### config.mk
export PLATFORM = sky130hd
export DESIGN_NAME = cvir_regs
export DESIGN_NICKNAME = d
export VERILOG_FILES = /design/src/rtl/cvir_pkg.sv /design/src/rtl/cvir_binpt.sv /design/src/rtl/cvir_regs.sv
export SDC_FILE = /design/constraint.sdc
export NUM_CORES = 2
export LEC_CHECK = 0
export ABC_AREA = 1
export BUFFER_PORTS_ARGS = -buffer_cell sky130_fd_sc_hd__clkbuf_2
export CAP_MARGIN = 20
export CORE_AREA = 4 4 339 341
export CTS_CLUSTER_SIZE = 16
export DETAILED_ROUTE_END_ITERATION = 7
export DIE_AREA = 0 0 343 345
export GPL_ROUTABILITY_DRIVEN = 0
export SYNTH_ARGS = -nofsm -noshare
export SYNTH_HDL_FRONTEND = slang
export SYNTH_SLANG_ARGS = --single-unit
export TNS_END_PERCENT = 20
### constraint.sdc
create_clock -name clock_in -period 2.2 [get_ports clock_in]
set_input_delay 0.55 -clock clock_in [delete_from_list [all_inputs] [get_ports clock_in]]
set_output_delay 0.55 -clock clock_in [all_outputs]
set_load 0.01 [all_outputs]
### src/rtl/cvir_pkg.sv
// Shared offsets, field layouts and reset values of the CPU/virtual register bank
package cvir_pkg;

	// ************************************************************
	// Frame selection
	// ************************************************************
	typedef enum logic [1:0] {
		FRAME_CPU,
		FRAME_HYP,
		FRAME_VCPU,
		FRAME_NONE
	} cvir_frame_e;

	localparam int ADDR_W = 13;
	localparam int DATA_W = 32;
	localparam int LIST_N = 4;

	// ************************************************************
	// CPU and virtual CPU interface offsets (same layout)
	// ************************************************************
	localparam logic [12:0] OFF_CONTROL        = 13'h0000;
	localparam logic [12:0] OFF_PRIORITY_MASK  = 13'h0004;
	localparam logic [12:0] OFF_BINARY_POINT   = 13'h0008;
	localparam logic [12:0] OFF_ACKNOWLEDGE    = 13'h000c;
	localparam logic [12:0] OFF_END_OF_INT     = 13'h0010;
	localparam logic [12:0] OFF_RUNNING_PRIO   = 13'h0014;
	localparam logic [12:0] OFF_HIGHEST_PEND   = 13'h0018;
	localparam logic [12:0] OFF_ALIAS_BIN_PT   = 13'h001c;
	localparam logic [12:0] OFF_ALIAS_ACK      = 13'h0020;
	localparam logic [12:0] OFF_ALIAS_EOI      = 13'h0024;
	localparam logic [12:0] OFF_ALIAS_HIGHEST  = 13'h0028;
	localparam logic [12:0] OFF_ACTIVE_PRIO    = 13'h00d0;
	localparam logic [12:0] OFF_NS_ACTIVE_PRIO = 13'h00e0;
	localparam logic [12:0] OFF_IDENT          = 13'h00fc;
	localparam logic [12:0] OFF_DEACTIVATE     = 13'h1000;

	// ************************************************************
	// Hypervisor control frame offsets
	// ************************************************************
	localparam logic [12:0] OFF_HYP_CONTROL    = 13'h0000;
	localparam logic [12:0] OFF_HYP_VIRT_TYPE  = 13'h0004;
	localparam logic [12:0] OFF_HYP_VM_CONTROL = 13'h0008;
	localparam logic [12:0] OFF_HYP_MAINT      = 13'h0010;
	localparam logic [12:0] OFF_HYP_EOI_STAT   = 13'h0020;
	localparam logic [12:0] OFF_HYP_EMPTY_LIST = 13'h0030;
	localparam logic [12:0] OFF_HYP_ACTIVE_PR  = 13'h00f0;
	localparam logic [12:0] OFF_HYP_LIST_BASE  = 13'h0100;
	localparam logic [12:0] OFF_HYP_LIST_STEP  = 13'h0004;

	// ************************************************************
	// Reset values
	// ************************************************************
	localparam logic [31:0] RST_ZERO         = 32'h0000_0000;
	localparam logic [31:0] RST_NO_INT_ID    = 32'h0000_03ff;
	localparam logic [31:0] RST_IDLE_PRIO    = 32'h0000_00ff;
	localparam logic [31:0] RST_VIRT_TYPE    = 32'h9000_0003;
	localparam logic [31:0] RST_VM_CONTROL   = 32'h004c_0000;
	localparam logic [31:0] RST_EMPTY_LIST   = 32'h0000_000f;
	localparam logic [2:0]  BPR_S_RESET      = 3'h2;
	localparam logic [2:0]  BPR_S_MIN        = 3'h2;
	localparam logic [2:0]  BPR_NS_RESET     = 3'h3;
	localparam logic [2:0]  BPR_NS_MIN       = 3'h3;
	localparam logic [2:0]  VBPR_RESET       = 3'h2;
	localparam logic [2:0]  VABPR_RESET      = 3'h3;
	localparam logic [2:0]  VBPR_MIN         = 3'h0;
	localparam int          BPR_W            = 3;

	// ************************************************************
	// Identification layout; codes are arbitrary neutral values
	// ************************************************************
	localparam int          ID_PRODUCT_LSB   = 20;
	localparam int          ID_ARCH_LSB      = 16;
	localparam int          ID_REVISION_LSB  = 12;
	localparam int          ID_IMPL_LSB      = 0;
	localparam logic [11:0] ID_PRODUCT       = 12'h0aa; // Arbitrary
	localparam logic [3:0]  ID_ARCH_VERSION  = 4'h2;
	localparam logic [3:0]  ID_REVISION      = 4'h0;    // Arbitrary
	localparam logic [11:0] ID_IMPLEMENTER   = 12'h555; // Arbitrary

endpackage : cvir_pkg

### src/rtl/cvir_binpt.sv
// Binary point register with a floor on the stored value
`timescale 1ns/1ps

module cvir_binpt #(
	parameter logic [2:0] RESET_VAL = 3'h2,
	parameter logic [2:0] MIN_VAL   = 3'h0
) (
	// Clock and reset
	input  wire logic       clock_in,
	input  wire logic       rst_b_in,
	// Write port
	input  wire logic       wr_in,
	input  wire logic [2:0] wdata_in,
	// Stored value
	output logic      [2:0] value_out
);

	// ************************************************************
	// Floor function
	// ************************************************************
	// Small writes are raised, never rejected, so software sees a
	// legal value on read back
	function automatic logic [2:0] floor_val(input logic [2:0] v);
		floor_val = (v < MIN_VAL) ? MIN_VAL : v;
	endfunction

	// Storage
	always_ff @(posedge clock_in) begin
		if (!rst_b_in) begin
			value_out <= RESET_VAL;
		end else if (wr_in) begin
			value_out <= floor_val(wdata_in);
		end
	end

endmodule // cvir_binpt

### src/rtl/cvir_regs.sv
// Physical CPU, hypervisor control and virtual CPU register banks
//
// Contract
// - Secure binary point never below 2, non-secure copy never below 3.
// - Binary point resets to 2 for secure reads, non-secure copy to 3.
// - Aliased binary point resets to 3; the physical one never holds less than 3.
// - Highest-pending reads ignore the group enable bits of control.
// - Physical aliased registers and non-secure active priority answer secure only.
// - Acknowledge and highest-pending registers read 0x3ff after reset.
// - Running priority reads 0xff after reset in both interfaces.
// - Control, priority mask, active priority reset to zero, read-write.
// - End-of-interrupt registers at 0x10 and 0x24 are write-only.
// - Deactivate at 0x1000 in both CPU interfaces, write-only.
// - Virtual binary point resets to 2, virtual aliased copy to 3.
// - Unlisted virtual CPU offsets read zero and ignore writes.
// - Identification: product, architecture, revision, implementer fields.
// - Identification architecture field reads 2.
// - Virtual identification equals physical identification.
// - Type reads 0x90000003, VM control 0x4c0000, empty list 0xf.
// - Hyp control, list entries read-write; status registers read-only.
// - 32-bit bus, every input synchronous to the one clock.
`timescale 1ns/1ps

module cvir_regs (
	// Clock and reset
	input  wire logic         clock_in,
	input  wire logic         rst_b_in,
	// Register access port
	input  wire logic         bus_req_in,
	input  wire logic         bus_write_in,
	input  wire logic [1:0]   bus_frame_in,
	input  wire logic [12:0]  bus_addr_in,
	input  wire logic [31:0]  bus_wdata_in,
	input  wire logic         bus_secure_in,
	output logic              bus_ack_out,
	output logic      [31:0]  bus_rdata_out,
	// Status from the priority engine
	input  wire logic [31:0]  cpu_ack_in,
	input  wire logic [31:0]  cpu_alias_ack_in,
	input  wire logic [31:0]  cpu_running_in,
	input  wire logic [31:0]  cpu_pending_in,
	input  wire logic [31:0]  cpu_alias_pending_in,
	input  wire logic [31:0]  vcpu_ack_in,
	input  wire logic [31:0]  vcpu_alias_ack_in,
	input  wire logic [31:0]  vcpu_running_in,
	input  wire logic [31:0]  vcpu_pending_in,
	input  wire logic [31:0]  vcpu_alias_pending_in,
	// Status from the list logic
	input  wire logic [31:0]  hyp_maint_in,
	input  wire logic [31:0]  hyp_eoi_stat_in,
	input  wire logic [31:0]  hyp_empty_in,
	// Configuration to the engine
	output logic      [31:0]  cpu_if_control_out,
	output logic      [31:0]  cpu_priority_mask_out,
	output logic      [2:0]   cpu_bpr_secure_out,
	output logic      [2:0]   cpu_bpr_nonsecure_out,
	output logic      [31:0]  vcpu_control_out,
	output logic      [31:0]  vcpu_priority_mask_out,
	output logic      [2:0]   vcpu_bpr_out,
	output logic      [2:0]   vcpu_alias_bpr_out,
	output logic      [31:0]  hyp_control_out,
	output logic      [31:0]  hyp_vm_control_out,
	output logic      [127:0] hyp_list_entries_out,
	// Event pulses to the engine
	output logic              cpu_ack_pulse_out,
	output logic              cpu_alias_ack_pulse_out,
	output logic              cpu_eoi_pulse_out,
	output logic              cpu_alias_eoi_pulse_out,
	output logic              cpu_deact_pulse_out,
	output logic              vcpu_ack_pulse_out,
	output logic              vcpu_alias_ack_pulse_out,
	output logic              vcpu_eoi_pulse_out,
	output logic              vcpu_alias_eoi_pulse_out,
	output logic              vcpu_deact_pulse_out,
	output logic      [31:0]  event_data_out
);

	// ************************************************************
	// Address decode helpers
	// ************************************************************
	function automatic logic at(input logic [12:0] a,
		input logic [12:0] off);
		at = (a == off);
	endfunction

	logic        wr;
	logic        rd;
	logic        in_cpu;
	logic        in_hyp;
	logic        in_vcpu;
	logic        sec;
	logic [31:0] ident;

	// Inputs are on the device clock already, so no synchroniser
	assign wr      = bus_req_in & bus_write_in;
	assign rd      = bus_req_in & ~bus_write_in;
	assign in_cpu  = bus_frame_in == cvir_pkg::FRAME_CPU;
	assign in_hyp  = bus_frame_in == cvir_pkg::FRAME_HYP;
	assign in_vcpu = bus_frame_in == cvir_pkg::FRAME_VCPU;
	assign sec     = bus_secure_in;

	// Identification word, shared by both CPU interfaces
	assign ident = (32'(cvir_pkg::ID_PRODUCT) << cvir_pkg::ID_PRODUCT_LSB)
		| (32'(cvir_pkg::ID_ARCH_VERSION) << cvir_pkg::ID_ARCH_LSB)
		| (32'(cvir_pkg::ID_REVISION) << cvir_pkg::ID_REVISION_LSB)
		| (32'(cvir_pkg::ID_IMPLEMENTER) << cvir_pkg::ID_IMPL_LSB);

	// ************************************************************
	// Physical CPU interface storage
	// ************************************************************
	logic [31:0] cpu_apr_q;
	logic [31:0] cpu_nsapr_q;
	logic        bpr_s_wr;
	logic        bpr_ns_wr;

	// Plain read-write words
	always_ff @(posedge clock_in) begin
		if (!rst_b_in) begin
			cpu_if_control_out    <= cvir_pkg::RST_ZERO;
			cpu_priority_mask_out <= cvir_pkg::RST_ZERO;
			cpu_apr_q             <= cvir_pkg::RST_ZERO;
			cpu_nsapr_q           <= cvir_pkg::RST_ZERO;
		end else if (wr && in_cpu) begin
			if (at(bus_addr_in, cvir_pkg::OFF_CONTROL)) begin
				cpu_if_control_out <= bus_wdata_in;
			end else if (at(bus_addr_in, cvir_pkg::OFF_PRIORITY_MASK)) begin
				cpu_priority_mask_out <= bus_wdata_in;
			end else if (at(bus_addr_in, cvir_pkg::OFF_ACTIVE_PRIO)) begin
				cpu_apr_q <= bus_wdata_in;
			end else if (at(bus_addr_in, cvir_pkg::OFF_NS_ACTIVE_PRIO)
				&& sec) begin
				cpu_nsapr_q <= bus_wdata_in;
			end
		end
	end

	// Secure access picks the secure copy; the alias reaches the other
	assign bpr_s_wr  = wr && in_cpu && sec
		&& at(bus_addr_in, cvir_pkg::OFF_BINARY_POINT);
	assign bpr_ns_wr = wr && in_cpu
		&& ((at(bus_addr_in, cvir_pkg::OFF_BINARY_POINT) && !sec)
		|| (at(bus_addr_in, cvir_pkg::OFF_ALIAS_BIN_PT) && sec));

	// Secure banked copy
	cvir_binpt #(
		.RESET_VAL (cvir_pkg::BPR_S_RESET),
		.MIN_VAL   (cvir_pkg::BPR_S_MIN)
	) u_bpr_s (
		.clock_in  (clock_in),
		.rst_b_in  (rst_b_in),
		.wr_in     (bpr_s_wr),
		.wdata_in  (bus_wdata_in[2:0]),
		.value_out (cpu_bpr_secure_out)
	);

	// Non-secure banked copy, also the aliased register
	cvir_binpt #(
		.RESET_VAL (cvir_pkg::BPR_NS_RESET),
		.MIN_VAL   (cvir_pkg::BPR_NS_MIN)
	) u_bpr_ns (
		.clock_in  (clock_in),
		.rst_b_in  (rst_b_in),
		.wr_in     (bpr_ns_wr),
		.wdata_in  (bus_wdata_in[2:0]),
		.value_out (cpu_bpr_nonsecure_out)
	);

	// ************************************************************
	// Virtual CPU interface storage
	// ************************************************************
	logic [31:0] vcpu_apr_q;
	logic        vbpr_wr;
	logic        vabpr_wr;

	// Plain read-write words; unlisted offsets fall through untouched
	always_ff @(posedge clock_in) begin
		if (!rst_b_in) begin
			vcpu_control_out       <= cvir_pkg::RST_ZERO;
			vcpu_priority_mask_out <= cvir_pkg::RST_ZERO;
			vcpu_apr_q             <= cvir_pkg::RST_ZERO;
		end else if (wr && in_vcpu) begin
			if (at(bus_addr_in, cvir_pkg::OFF_CONTROL)) begin
				vcpu_control_out <= bus_wdata_in;
			end else if (at(bus_addr_in, cvir_pkg::OFF_PRIORITY_MASK)) begin
				vcpu_priority_mask_out <= bus_wdata_in;
			end else if (at(bus_addr_in, cvir_pkg::OFF_ACTIVE_PRIO)) begin
				vcpu_apr_q <= bus_wdata_in;
			end
		end
	end

	assign vbpr_wr  = wr && in_vcpu
		&& at(bus_addr_in, cvir_pkg::OFF_BINARY_POINT);
	assign vabpr_wr = wr && in_vcpu
		&& at(bus_addr_in, cvir_pkg::OFF_ALIAS_BIN_PT);

	// Virtual binary point
	cvir_binpt #(
		.RESET_VAL (cvir_pkg::VBPR_RESET),
		.MIN_VAL   (cvir_pkg::VBPR_MIN)
	) u_vbpr (
		.clock_in  (clock_in),
		.rst_b_in  (rst_b_in),
		.wr_in     (vbpr_wr),
		.wdata_in  (bus_wdata_in[2:0]),
		.value_out (vcpu_bpr_out)
	);

	// Virtual aliased binary point
	cvir_binpt #(
		.RESET_VAL (cvir_pkg::VABPR_RESET),
		.MIN_VAL   (cvir_pkg::VBPR_MIN)
	) u_vabpr (
		.clock_in  (clock_in),
		.rst_b_in  (rst_b_in),
		.wr_in     (vabpr_wr),
		.wdata_in  (bus_wdata_in[2:0]),
		.value_out (vcpu_alias_bpr_out)
	);

	// ************************************************************
	// Hypervisor control frame storage
	// ************************************************************
	logic [31:0] hyp_apr_q;

	// Control words
	always_ff @(posedge clock_in) begin
		if (!rst_b_in) begin
			hyp_control_out    <= cvir_pkg::RST_ZERO;
			hyp_vm_control_out <= cvir_pkg::RST_VM_CONTROL;
			hyp_apr_q          <= cvir_pkg::RST_ZERO;
		end else if (wr && in_hyp) begin
			if (at(bus_addr_in, cvir_pkg::OFF_HYP_CONTROL)) begin
				hyp_control_out <= bus_wdata_in;
			end else if (at(bus_addr_in, cvir_pkg::OFF_HYP_VM_CONTROL)) begin
				hyp_vm_control_out <= bus_wdata_in;
			end else if (at(bus_addr_in, cvir_pkg::OFF_HYP_ACTIVE_PR)) begin
				hyp_apr_q <= bus_wdata_in;
			end
		end
	end

	// List entries, one word each
	genvar gi;
	generate
		for (gi = 0; gi < cvir_pkg::LIST_N; gi++) begin : g_list
			localparam logic [12:0] OFF = cvir_pkg::OFF_HYP_LIST_BASE
				+ 13'(gi) * cvir_pkg::OFF_HYP_LIST_STEP;
			always_ff @(posedge clock_in) begin
				if (!rst_b_in) begin
					hyp_list_entries_out[gi*32 +: 32] <= cvir_pkg::RST_ZERO;
				end else if (wr && in_hyp && at(bus_addr_in, OFF)) begin
					hyp_list_entries_out[gi*32 +: 32] <= bus_wdata_in;
				end
			end
		end
	endgenerate

	// ************************************************************
	// Status capture
	// ************************************************************
	// Engine status is registered so that reads show the reset values
	// until the engine has run; costs one cycle of staleness
	logic [31:0] cpu_ack_q;
	logic [31:0] cpu_aack_q;
	logic [31:0] cpu_rpr_q;
	logic [31:0] cpu_hpp_q;
	logic [31:0] cpu_ahpp_q;
	logic [31:0] vcpu_ack_q;
	logic [31:0] vcpu_aack_q;
	logic [31:0] vcpu_rpr_q;
	logic [31:0] vcpu_hpp_q;
	logic [31:0] vcpu_ahpp_q;
	logic [31:0] hyp_maint_q;
	logic [31:0] hyp_eoi_q;
	logic [31:0] hyp_empty_q;

	// Sampled every cycle
	always_ff @(posedge clock_in) begin
		if (!rst_b_in) begin
			cpu_ack_q   <= cvir_pkg::RST_NO_INT_ID;
			cpu_aack_q  <= cvir_pkg::RST_NO_INT_ID;
			cpu_rpr_q   <= cvir_pkg::RST_IDLE_PRIO;
			cpu_hpp_q   <= cvir_pkg::RST_NO_INT_ID;
			cpu_ahpp_q  <= cvir_pkg::RST_NO_INT_ID;
			vcpu_ack_q  <= cvir_pkg::RST_NO_INT_ID;
			vcpu_aack_q <= cvir_pkg::RST_NO_INT_ID;
			vcpu_rpr_q  <= cvir_pkg::RST_IDLE_PRIO;
			vcpu_hpp_q  <= cvir_pkg::RST_NO_INT_ID;
			vcpu_ahpp_q <= cvir_pkg::RST_NO_INT_ID;
			hyp_maint_q <= cvir_pkg::RST_ZERO;
			hyp_eoi_q   <= cvir_pkg::RST_ZERO;
			hyp_empty_q <= cvir_pkg::RST_EMPTY_LIST;
		end else begin
			cpu_ack_q   <= cpu_ack_in;
			cpu_aack_q  <= cpu_alias_ack_in;
			cpu_rpr_q   <= cpu_running_in;
			cpu_hpp_q   <= cpu_pending_in;
			cpu_ahpp_q  <= cpu_alias_pending_in;
			vcpu_ack_q  <= vcpu_ack_in;
			vcpu_aack_q <= vcpu_alias_ack_in;
			vcpu_rpr_q  <= vcpu_running_in;
			vcpu_hpp_q  <= vcpu_pending_in;
			vcpu_ahpp_q <= vcpu_alias_pending_in;
			hyp_maint_q <= hyp_maint_in;
			hyp_eoi_q   <= hyp_eoi_stat_in;
			hyp_empty_q <= hyp_empty_in;
		end
	end

	// ************************************************************
	// Read multiplexer
	// ************************************************************
	logic [31:0] rdata_d;
	logic [12:0] a;

	// Write-only and unlisted offsets fall to zero
	always_comb begin
		a       = bus_addr_in;
		rdata_d = cvir_pkg::RST_ZERO;
		if (in_cpu) begin
			if (at(a, cvir_pkg::OFF_CONTROL)) begin
				rdata_d = cpu_if_control_out;
			end else if (at(a, cvir_pkg::OFF_PRIORITY_MASK)) begin
				rdata_d = cpu_priority_mask_out;
			end else if (at(a, cvir_pkg::OFF_BINARY_POINT)) begin
				rdata_d = sec ? 32'(cpu_bpr_secure_out)
					: 32'(cpu_bpr_nonsecure_out);
			end else if (at(a, cvir_pkg::OFF_ACKNOWLEDGE)) begin
				rdata_d = cpu_ack_q;
			end else if (at(a, cvir_pkg::OFF_RUNNING_PRIO)) begin
				rdata_d = cpu_rpr_q;
			end else if (at(a, cvir_pkg::OFF_HIGHEST_PEND)) begin
				rdata_d = cpu_hpp_q;
			end else if (at(a, cvir_pkg::OFF_ALIAS_BIN_PT) && sec) begin
				rdata_d = 32'(cpu_bpr_nonsecure_out);
			end else if (at(a, cvir_pkg::OFF_ALIAS_ACK) && sec) begin
				rdata_d = cpu_aack_q;
			end else if (at(a, cvir_pkg::OFF_ALIAS_HIGHEST) && sec) begin
				rdata_d = cpu_ahpp_q;
			end else if (at(a, cvir_pkg::OFF_ACTIVE_PRIO)) begin
				rdata_d = cpu_apr_q;
			end else if (at(a, cvir_pkg::OFF_NS_ACTIVE_PRIO) && sec) begin
				rdata_d = cpu_nsapr_q;
			end else if (at(a, cvir_pkg::OFF_IDENT)) begin
				rdata_d = ident;
			end
		end else if (in_vcpu) begin
			if (at(a, cvir_pkg::OFF_CONTROL)) begin
				rdata_d = vcpu_control_out;
			end else if (at(a, cvir_pkg::OFF_PRIORITY_MASK)) begin
				rdata_d = vcpu_priority_mask_out;
			end else if (at(a, cvir_pkg::OFF_BINARY_POINT)) begin
				rdata_d = 32'(vcpu_bpr_out);
			end else if (at(a, cvir_pkg::OFF_ACKNOWLEDGE)) begin
				rdata_d = vcpu_ack_q;
			end else if (at(a, cvir_pkg::OFF_RUNNING_PRIO)) begin
				rdata_d = vcpu_rpr_q;
			end else if (at(a, cvir_pkg::OFF_HIGHEST_PEND)) begin
				rdata_d = vcpu_hpp_q;
			end else if (at(a, cvir_pkg::OFF_ALIAS_BIN_PT)) begin
				rdata_d = 32'(vcpu_alias_bpr_out);
			end else if (at(a, cvir_pkg::OFF_ALIAS_ACK)) begin
				rdata_d = vcpu_aack_q;
			end else if (at(a, cvir_pkg::OFF_ALIAS_HIGHEST)) begin
				rdata_d = vcpu_ahpp_q;
			end else if (at(a, cvir_pkg::OFF_ACTIVE_PRIO)) begin
				rdata_d = vcpu_apr_q;
			end else if (at(a, cvir_pkg::OFF_IDENT)) begin
				rdata_d = ident;
			end
		end else if (in_hyp) begin
			if (at(a, cvir_pkg::OFF_HYP_CONTROL)) begin
				rdata_d = hyp_control_out;
			end else if (at(a, cvir_pkg::OFF_HYP_VIRT_TYPE)) begin
				rdata_d = cvir_pkg::RST_VIRT_TYPE;
			end else if (at(a, cvir_pkg::OFF_HYP_VM_CONTROL)) begin
				rdata_d = hyp_vm_control_out;
			end else if (at(a, cvir_pkg::OFF_HYP_MAINT)) begin
				rdata_d = hyp_maint_q;
			end else if (at(a, cvir_pkg::OFF_HYP_EOI_STAT)) begin
				rdata_d = hyp_eoi_q;
			end else if (at(a, cvir_pkg::OFF_HYP_EMPTY_LIST)) begin
				rdata_d = hyp_empty_q;
			end else if (at(a, cvir_pkg::OFF_HYP_ACTIVE_PR)) begin
				rdata_d = hyp_apr_q;
			end else begin
				for (int i = 0; i < cvir_pkg::LIST_N; i++) begin
					if (at(a, cvir_pkg::OFF_HYP_LIST_BASE
						+ 13'(i) * cvir_pkg::OFF_HYP_LIST_STEP)) begin
						rdata_d = hyp_list_entries_out[i*32 +: 32];
					end
				end
			end
		end
	end

	// Answer one cycle after the request
	always_ff @(posedge clock_in) begin
		if (!rst_b_in) begin
			bus_ack_out   <= 1'b0;
			bus_rdata_out <= cvir_pkg::RST_ZERO;
		end else begin
			bus_ack_out   <= bus_req_in;
			bus_rdata_out <= rd ? rdata_d : cvir_pkg::RST_ZERO;
		end
	end

	// ************************************************************
	// Event pulses
	// ************************************************************
	logic cpu_w;
	logic vcpu_w;
	logic cpu_r;
	logic vcpu_r;

	assign cpu_w  = wr && in_cpu;
	assign vcpu_w = wr && in_vcpu;
	assign cpu_r  = rd && in_cpu;
	assign vcpu_r = rd && in_vcpu;

	// Write-only words become pulses; acknowledge reads tell the engine
	always_ff @(posedge clock_in) begin
		if (!rst_b_in) begin
			cpu_ack_pulse_out        <= 1'b0;
			cpu_alias_ack_pulse_out  <= 1'b0;
			cpu_eoi_pulse_out        <= 1'b0;
			cpu_alias_eoi_pulse_out  <= 1'b0;
			cpu_deact_pulse_out      <= 1'b0;
			vcpu_ack_pulse_out       <= 1'b0;
			vcpu_alias_ack_pulse_out <= 1'b0;
			vcpu_eoi_pulse_out       <= 1'b0;
			vcpu_alias_eoi_pulse_out <= 1'b0;
			vcpu_deact_pulse_out     <= 1'b0;
			event_data_out           <= cvir_pkg::RST_ZERO;
		end else begin
			cpu_ack_pulse_out <= cpu_r
				&& at(bus_addr_in, cvir_pkg::OFF_ACKNOWLEDGE);
			cpu_alias_ack_pulse_out <= cpu_r && sec
				&& at(bus_addr_in, cvir_pkg::OFF_ALIAS_ACK);
			cpu_eoi_pulse_out <= cpu_w
				&& at(bus_addr_in, cvir_pkg::OFF_END_OF_INT);
			cpu_alias_eoi_pulse_out <= cpu_w && sec
				&& at(bus_addr_in, cvir_pkg::OFF_ALIAS_EOI);
			cpu_deact_pulse_out <= cpu_w
				&& at(bus_addr_in, cvir_pkg::OFF_DEACTIVATE);
			vcpu_ack_pulse_out <= vcpu_r
				&& at(bus_addr_in, cvir_pkg::OFF_ACKNOWLEDGE);
			vcpu_alias_ack_pulse_out <= vcpu_r
				&& at(bus_addr_in, cvir_pkg::OFF_ALIAS_ACK);
			vcpu_eoi_pulse_out <= vcpu_w
				&& at(bus_addr_in, cvir_pkg::OFF_END_OF_INT);
			vcpu_alias_eoi_pulse_out <= vcpu_w
				&& at(bus_addr_in, cvir_pkg::OFF_ALIAS_EOI);
			vcpu_deact_pulse_out <= vcpu_w
				&& at(bus_addr_in, cvir_pkg::OFF_DEACTIVATE);
			if (wr) begin
				event_data_out <= bus_wdata_in; // Held until next write
			end
		end
	end

endmodule // cvir_regs

## Word level (Yosys, flattened, before mapping)

Cells that the tools add are included.

| cells by class | value |
|---|---|
| $lt $le $gt $ge | 3 |
| eq/ne operators | 22 |
| mux-type cells | 40 |
| bitwise gates (word level) | 7 |
| reductions and logical operators | 45 |

Operators by type and width:

| cell | number |
|---|---|
| 2-to-1 mux 32 bit | 35 |
| == test 13 x 5 -> 1 bit (second input constant) | 4 |
| == test 13 x 6 -> 1 bit (second input constant) | 4 |
| == test 13 x 8 -> 1 bit (second input constant) | 4 |
| == test 13 x 9 -> 1 bit (second input constant) | 4 |
| logical AND 1 bit | 30 |
| 2-to-1 mux 28 bit | 1 |
| == test 13 x 4 -> 1 bit (second input constant) | 2 |
| == test 13 bit (second input constant) | 1 |
| == test 13 x 3 -> 1 bit (second input constant) | 1 |
| zero test 13 bit | 1 |
| 2-to-1 mux 3 bit | 4 |
| AND reduction 4 bit | 3 |
| AND reduction 3 bit | 3 |
| AND reduction 2 bit | 4 |
| less-than comparator 3 x 2 -> 1 bit (second input constant) | 2 |
| inverter 1 bit | 5 |
| AND reduction 5 bit | 1 |
| less-than comparator 3 x 1 -> 1 bit (second input constant) | 1 |
| bitwise AND 1 bit | 2 |
| == test 2 x 1 -> 1 bit (second input constant) | 1 |
| == test 2 bit (second input constant) | 1 |
| zero test 2 bit | 1 |
| zero test 1 bit | 1 |
| logical OR 1 bit | 1 |

| word-level totals | value |
|---|---|
| register bits | 951 |
| input port bits | 468 |
| output and inout bits | 407 |
| logic and storage cells | 161 |

## Longest topological paths before layout

| logic depth | value |
|---|---|
| depth in word-level cells | 15 |
| gate-level depth with buffers | 22 |
| mapped depth without buffers | 20 |

## Modules after synthesis

A second synthesis with hierarchy kept.

| unflattened totals | value |
|---|---|
| cell total of the unflattened synthesis | 5528 |
| area, all modules | 39515.4 um2 |

Modules (own cells, without submodules):

| module | instances | cells an instance | area an instance (um2) | sequential area each (um2) |
|---|---|---|---|---|
| cvir_regs | 1 | 5459 | 39050.0 | 18798.0 |
| cvir_binpt at u_bpr_s | 1 | 19 | 123.9 | 60.1 |
| cvir_binpt at u_bpr_ns | 1 | 18 | 120.1 | 60.1 |
| cvir_binpt at u_vbpr | 1 | 17 | 113.9 | 60.1 |
| cvir_binpt at u_vabpr | 1 | 15 | 107.6 | 60.1 |

## Worst setup path after synthesis

OpenSTA, ideal clock, no wires.

| path | value |
|---|---|
| path kind | input to register |
| start | input port bus_addr_in[1] |
| end | register bus_rdata_out[28] |
| library setup time | 114 ps |
| arrival | 2116 ps |
| slack | -30 ps |
| cell stages on the path | 16 |
| buffers on the path | 2 |
| cells stage by stage | nor2_2 -> nand2_2 -> inv_2 -> nand2_4 -> nor2_8 -> inv_2 -> buf_2 -> buf_6 -> o211ai_1 -> nand3_1 -> nand2_1 -> nand3b_1 -> nand2_1 -> nand2_1 -> a21oi_1 -> nor2_1 |

| between the ends | value |
|---|---|
| longest elaborated chain between the ends | 15 |
| elaborated cells between the ends (all ways) | 57 |
| those cells by class | eq/ne: 17; mux: 35; reduce/logical: 5 |

RTL lines:

| what | RTL line | text |
|---|---|---|
| start, declared | cvir_regs.sv:32 | `input wire logic [12:0] bus_addr_in,` |
| == test 13 x 9 -> 1 bit | cvir_regs.sv:83 | `at = (a == off);` |
| 2-to-1 mux 32 bit (4 in series) | cvir_regs.sv:389 | `if (at(a, cvir_pkg::OFF_HYP_LIST_BASE` |
| 2-to-1 mux 32 bit | cvir_regs.sv:385 | `end else if (at(a, cvir_pkg::OFF_HYP_ACTIVE_PR)) begin` |
| 2-to-1 mux 32 bit | cvir_regs.sv:383 | `end else if (at(a, cvir_pkg::OFF_HYP_EMPTY_LIST)) begin` |
| 2-to-1 mux 32 bit | cvir_regs.sv:381 | `end else if (at(a, cvir_pkg::OFF_HYP_EOI_STAT)) begin` |
| 2-to-1 mux 32 bit | cvir_regs.sv:379 | `end else if (at(a, cvir_pkg::OFF_HYP_MAINT)) begin` |
| 2-to-1 mux 32 bit | cvir_regs.sv:377 | `end else if (at(a, cvir_pkg::OFF_HYP_VM_CONTROL)) begin` |
| 2-to-1 mux 32 bit | cvir_regs.sv:375 | `end else if (at(a, cvir_pkg::OFF_HYP_VIRT_TYPE)) begin` |
| 2-to-1 mux 32 bit | cvir_regs.sv:373 | `if (at(a, cvir_pkg::OFF_HYP_CONTROL)) begin` |
| 2-to-1 mux 32 bit | cvir_regs.sv:372 | `end else if (in_hyp) begin` |
| 2-to-1 mux 32 bit | cvir_regs.sv:348 | `end else if (in_vcpu) begin` |
| 2-to-1 mux 32 bit (*) | cvir_regs.sv:321 | `if (in_cpu) begin` |
| end signal, assigned | cvir_regs.sv:402 | `bus_rdata_out <= cvir_pkg::RST_ZERO;` |
| end signal, assigned | cvir_regs.sv:405 | `bus_rdata_out <= rd ? rdata_d : cvir_pkg::RST_ZERO;` |
| end, declared | cvir_regs.sv:36 | `output logic [31:0] bus_rdata_out,` |

Every way passes the cells marked *; elsewhere a longest branch is shown, timed or not.
A chain may end at the register's enable or synchronous reset.

## Worst setup path after layout

| path | value |
|---|---|
| start | input port bus_addr_in[11] |
| end | register bus_rdata_out[10] |

Same word-level chain as after synthesis.

==> flow_summary.ini <==
[clock_tree]
cts.sink_count = 951
cts_tree = yes
insertion_delay_ns = 0.73
cts_htree_levels = 3
tritoncts.num_buffers = 106
cts.root.buffer_cell = sky130_fd_sc_hd__clkbuf_16
clk_pin_slew_worst_paths_ns = 0.06
clock_path_buffers = 3

[synth]
synth_edf_count = 0
synth_area_leader_cell = sky130_fd_sc_hd__dfxtp_1
synth_cell_types = 44
post_synthesis_instance_area_um2 = 39490
synth_top_cells_by_count = sky130_fd_sc_hd__nand2_1, sky130_fd_sc_hd__dfxtp_1, sky130_fd_sc_hd__inv_1, sky130_fd_sc_hd__o21ai_0, sky130_fd_sc_hd__a21oi_1
synth-async-reset-ratio_pct = 0
syn_nets = 6060
ys_seq_area_share_pct = 48.22
ys_warn_count = 0
synth_top_cell_area_share_pct = 48.22
syn-mean-instance-area_um2 = 7.061
register_bit_total_from_synthesis = 951
synth_most_common_cell = sky130_fd_sc_hd__nand2_1
synth_mux_area_share_pct = 0
ys_dominant_reg_cell = sky130_fd_sc_hd__dfxtp_1
post_synth_main_area_contributors = sky130_fd_sc_hd__dfxtp_1, sky130_fd_sc_hd__nand2_1, sky130_fd_sc_hd__inv_1
yosys.area_share.xor_xnor_pct = 0
synth_top_family_by_area = simple AND/OR/NAND/NOR gates
synth_cells = 5592
synth_fa_ha_area_share_pct = 0
synth_compound_gate_area_share_pct = 15.53
synthSimpleGateAreaFrac_pct = 24.73

[final_layout]
largest_register_ffs = 128
register_area_um2 = 19040
area_taken_by_multi_input_logic_gates_um2 = 17500
largest_register = hyp_list_entries_out
count_of_fill_cells_added_during_filler_insertion = 11040
layout-drive-gt1-share_pct = 30.12
finalNetCount = 7345
area.growth.synth_to_final_pct = 43.35

[power_and_ir_drop]
power.density_nw_per_um2 = 697.8
max-vdd-ir-drop_mv = 0.5925
static-leakage-power_nw = 28.02

[timing]
post-route-worst-setup-slack_ns = -0.1085
report.final.hold_viol_count = 0
unrepaired_setup_endpoints_after_global_routing = yes
fin_crit_ns = 2.308
setup_viol = 14
crit_share_post_route_pct = 104.9
timing.max_slew.rel_slack_pct = 44.56
tightest_slew_ns = 0.8296
fin_worst_skew_ns = 0.05206
clock.fmax_ghz = 0.4332
timing.final.max_slew_violations = 0
whs_ns = 0.02619

[place]
dp_hpwl_um = 177600
dp_worst_setup_slack_ns = -1.270
place.port_buffers = 874

[run_status]
run_status = finished, violations left
failed_checks = DRC, setup timing

[route]
route.detailed.drc = 3
wire_per_inst_um = 26.95
average_via_count_per_standard_cell = 5.246
drt_iter0_drc = 4816
postRouteAntennaNets = 0
number_of_iterations_in_the_first_detailed_routing_pass = 8
postRouteWirelength_um = 228500
via_count = 44480

[global_route]
via_count_of_the_first_global_routing_pass = 42750
grt_use_total_pct = 36.68
grt_max_degree = 104
grt_remaining_overflow = 0
grt_first_pass_wirelength_um = 310500
antenna_violations_before_repair = 23

[setup_path]
worst-setup-path-type = input port to register
crit_path_top_delay_cell = sky130_fd_sc_hd__nand3b_1
maximum_fanout_count_along_the_critical_path = 5
cp_cell_sequence = buf_6, nor2_4, nand3_2, nor2_4, buf_12, buf_8, nand2_8, nor2_8, buf_12, buf_6, nor2_2, o21ai_1, buf_4, nand4_1, nand2_2, nand3b_1, nand2_1, inv_2, a21oi_4, a21oi_2
critical_path.startpoint_type = input port
timing.critical_path.arrival_ns = 2.91
cp-end-kind = register
timing.critical_path.slowest_cell_delay_ns = 0.19
required_ns = 2.80

[floorplanning]
floorplan.initialDensity_pct = 35.29
die_h_um = 345
ios = 875
dieWidth_um = 343
coreArea_um2 = 111900
fp.dieArea_um2 = 118300
core.rowCount = 123

[job]
max_cap_viol_count = 0

[hold_path]
hp-class = input port to register
==> path summary, 6_finish.rpt <==
check,from,to,slack [ns],cells after the start
min,cpu_running_in[21],cpu_rpr_q[21],0.03,3
max,bus_addr_in[11],bus_rdata_out[10],-0.11,20
max reg2reg,hyp_list_entries_out[6],bus_rdata_out[6],0.36,16
min reg2reg,vcpu_priority_mask_out[22],vcpu_priority_mask_out[22],0.47,2
==> logic make-up (layout without fill, tap and decap cells) <==
| family | Yosys count | in the layout |
|---|---|---|
| compound gates | 1172 | 1172 |
| buf+inv | 1177 | 2552 |
| flops | 951 | 951 |
| other cells | 0 | 12 |
| simple gates | 2292 | 2293 |
==> repair_timing <==
item / 4_1_cts / 5_1_grt
endpoints found under the setup margin: 163 / 161
endpoints found under the hold margin: 164 / 0
pin swaps: 70 / 134
hold buffers: 164 / 0
setup buffers: 30 / 23
resized for setup: 258 / 354
gates cloned: 2 / 5
==> per-stage QoR <==
| stage | setup TNS, ns | instance area, um^2 | total power, mW | utilization, % | std cells |
|---|---|---|---|---|---|
| after global routing | -2.088 | 56580 | 40.43 | 50.57 | 8471 |
| after global placement | -307.86 | 48740 | 20.46 | 43.56 | 8059 |
| after detailed placement | -312.23 | 48740 | 20.46 | 43.56 | 8059 |
| after floorplan | -0.03559 | 39490 | 18.96 | - | 5592 |
| after CTS | -0.5371 | 55220 | 39.44 | 49.35 | 8450 |
| final | -0.6348 | 56600 | 39.50 | 50.59 | 8480 |
==> critical path, delay by kind of cell <==
family,cells,cell delay (ns)
buffers and inverters,7,0.81
AND/OR/NAND/NOR,10,1.17
AO/OA/AOI/OAI,3,0.36
==> cell usage in the layout, fill, tap and decap left out, drive strengths merged, types with 5 or more instances in the layout <==
cell	synthesis	routed
a211oi	35	35
a21o	5	5
a21oi	508	508
buf	101	530
bufinv	0	11
clkbuf	292	1018
clkinv	8	38
clkinvlp	0	10
dfxtp	951	951
diode	0	12
dlygate4sd3	0	164
inv	776	780
nand2	1422	1422
nand3	339	339
nand3b	20	20
nand4	38	38
nor2	313	314
nor3	18	18
o2111ai	11	11
o211ai	23	23
o21ai	560	560
o21bai	7	7
o22ai	13	13
or2	139	139
==> metal layers <==
metal | wire length [um] | up-vias | part of all wire (%) | GRT usage, %
met4 | 19240 | 14 | 8.4 | 24.43
met3 | 24750 | 765 | 11 | 10.54
met5 | 101 | - | 0.044 | 0
li1 | - | 20170 | - | -
met1 | 82790 | 20740 | 36 | 42.73
met2 | 101600 | 2796 | 44 | 58.49
==> cell type report <==
cell class	instances	share of cell area [%]
antenna	12	0.05305
clock buffer	145	5.371
clock inverter	54	1.245
inverter	784	5.305
multi-input combinational	3465	30.92
sequential	951	33.63
tap	1500	3.316
timing repair buffer	1568	20.15
timing repair inverter	1	0.01105
==> power breakdown <==
part / total [mW] / switching, mW / internal, mW
Sequential: 17.9 / 0.210 / 17.7
Clock: 19.0 / 7.96 / 11.1
Combinational: 2.61 / 1.64 / 0.969
(Power assumes the default switching activity.)
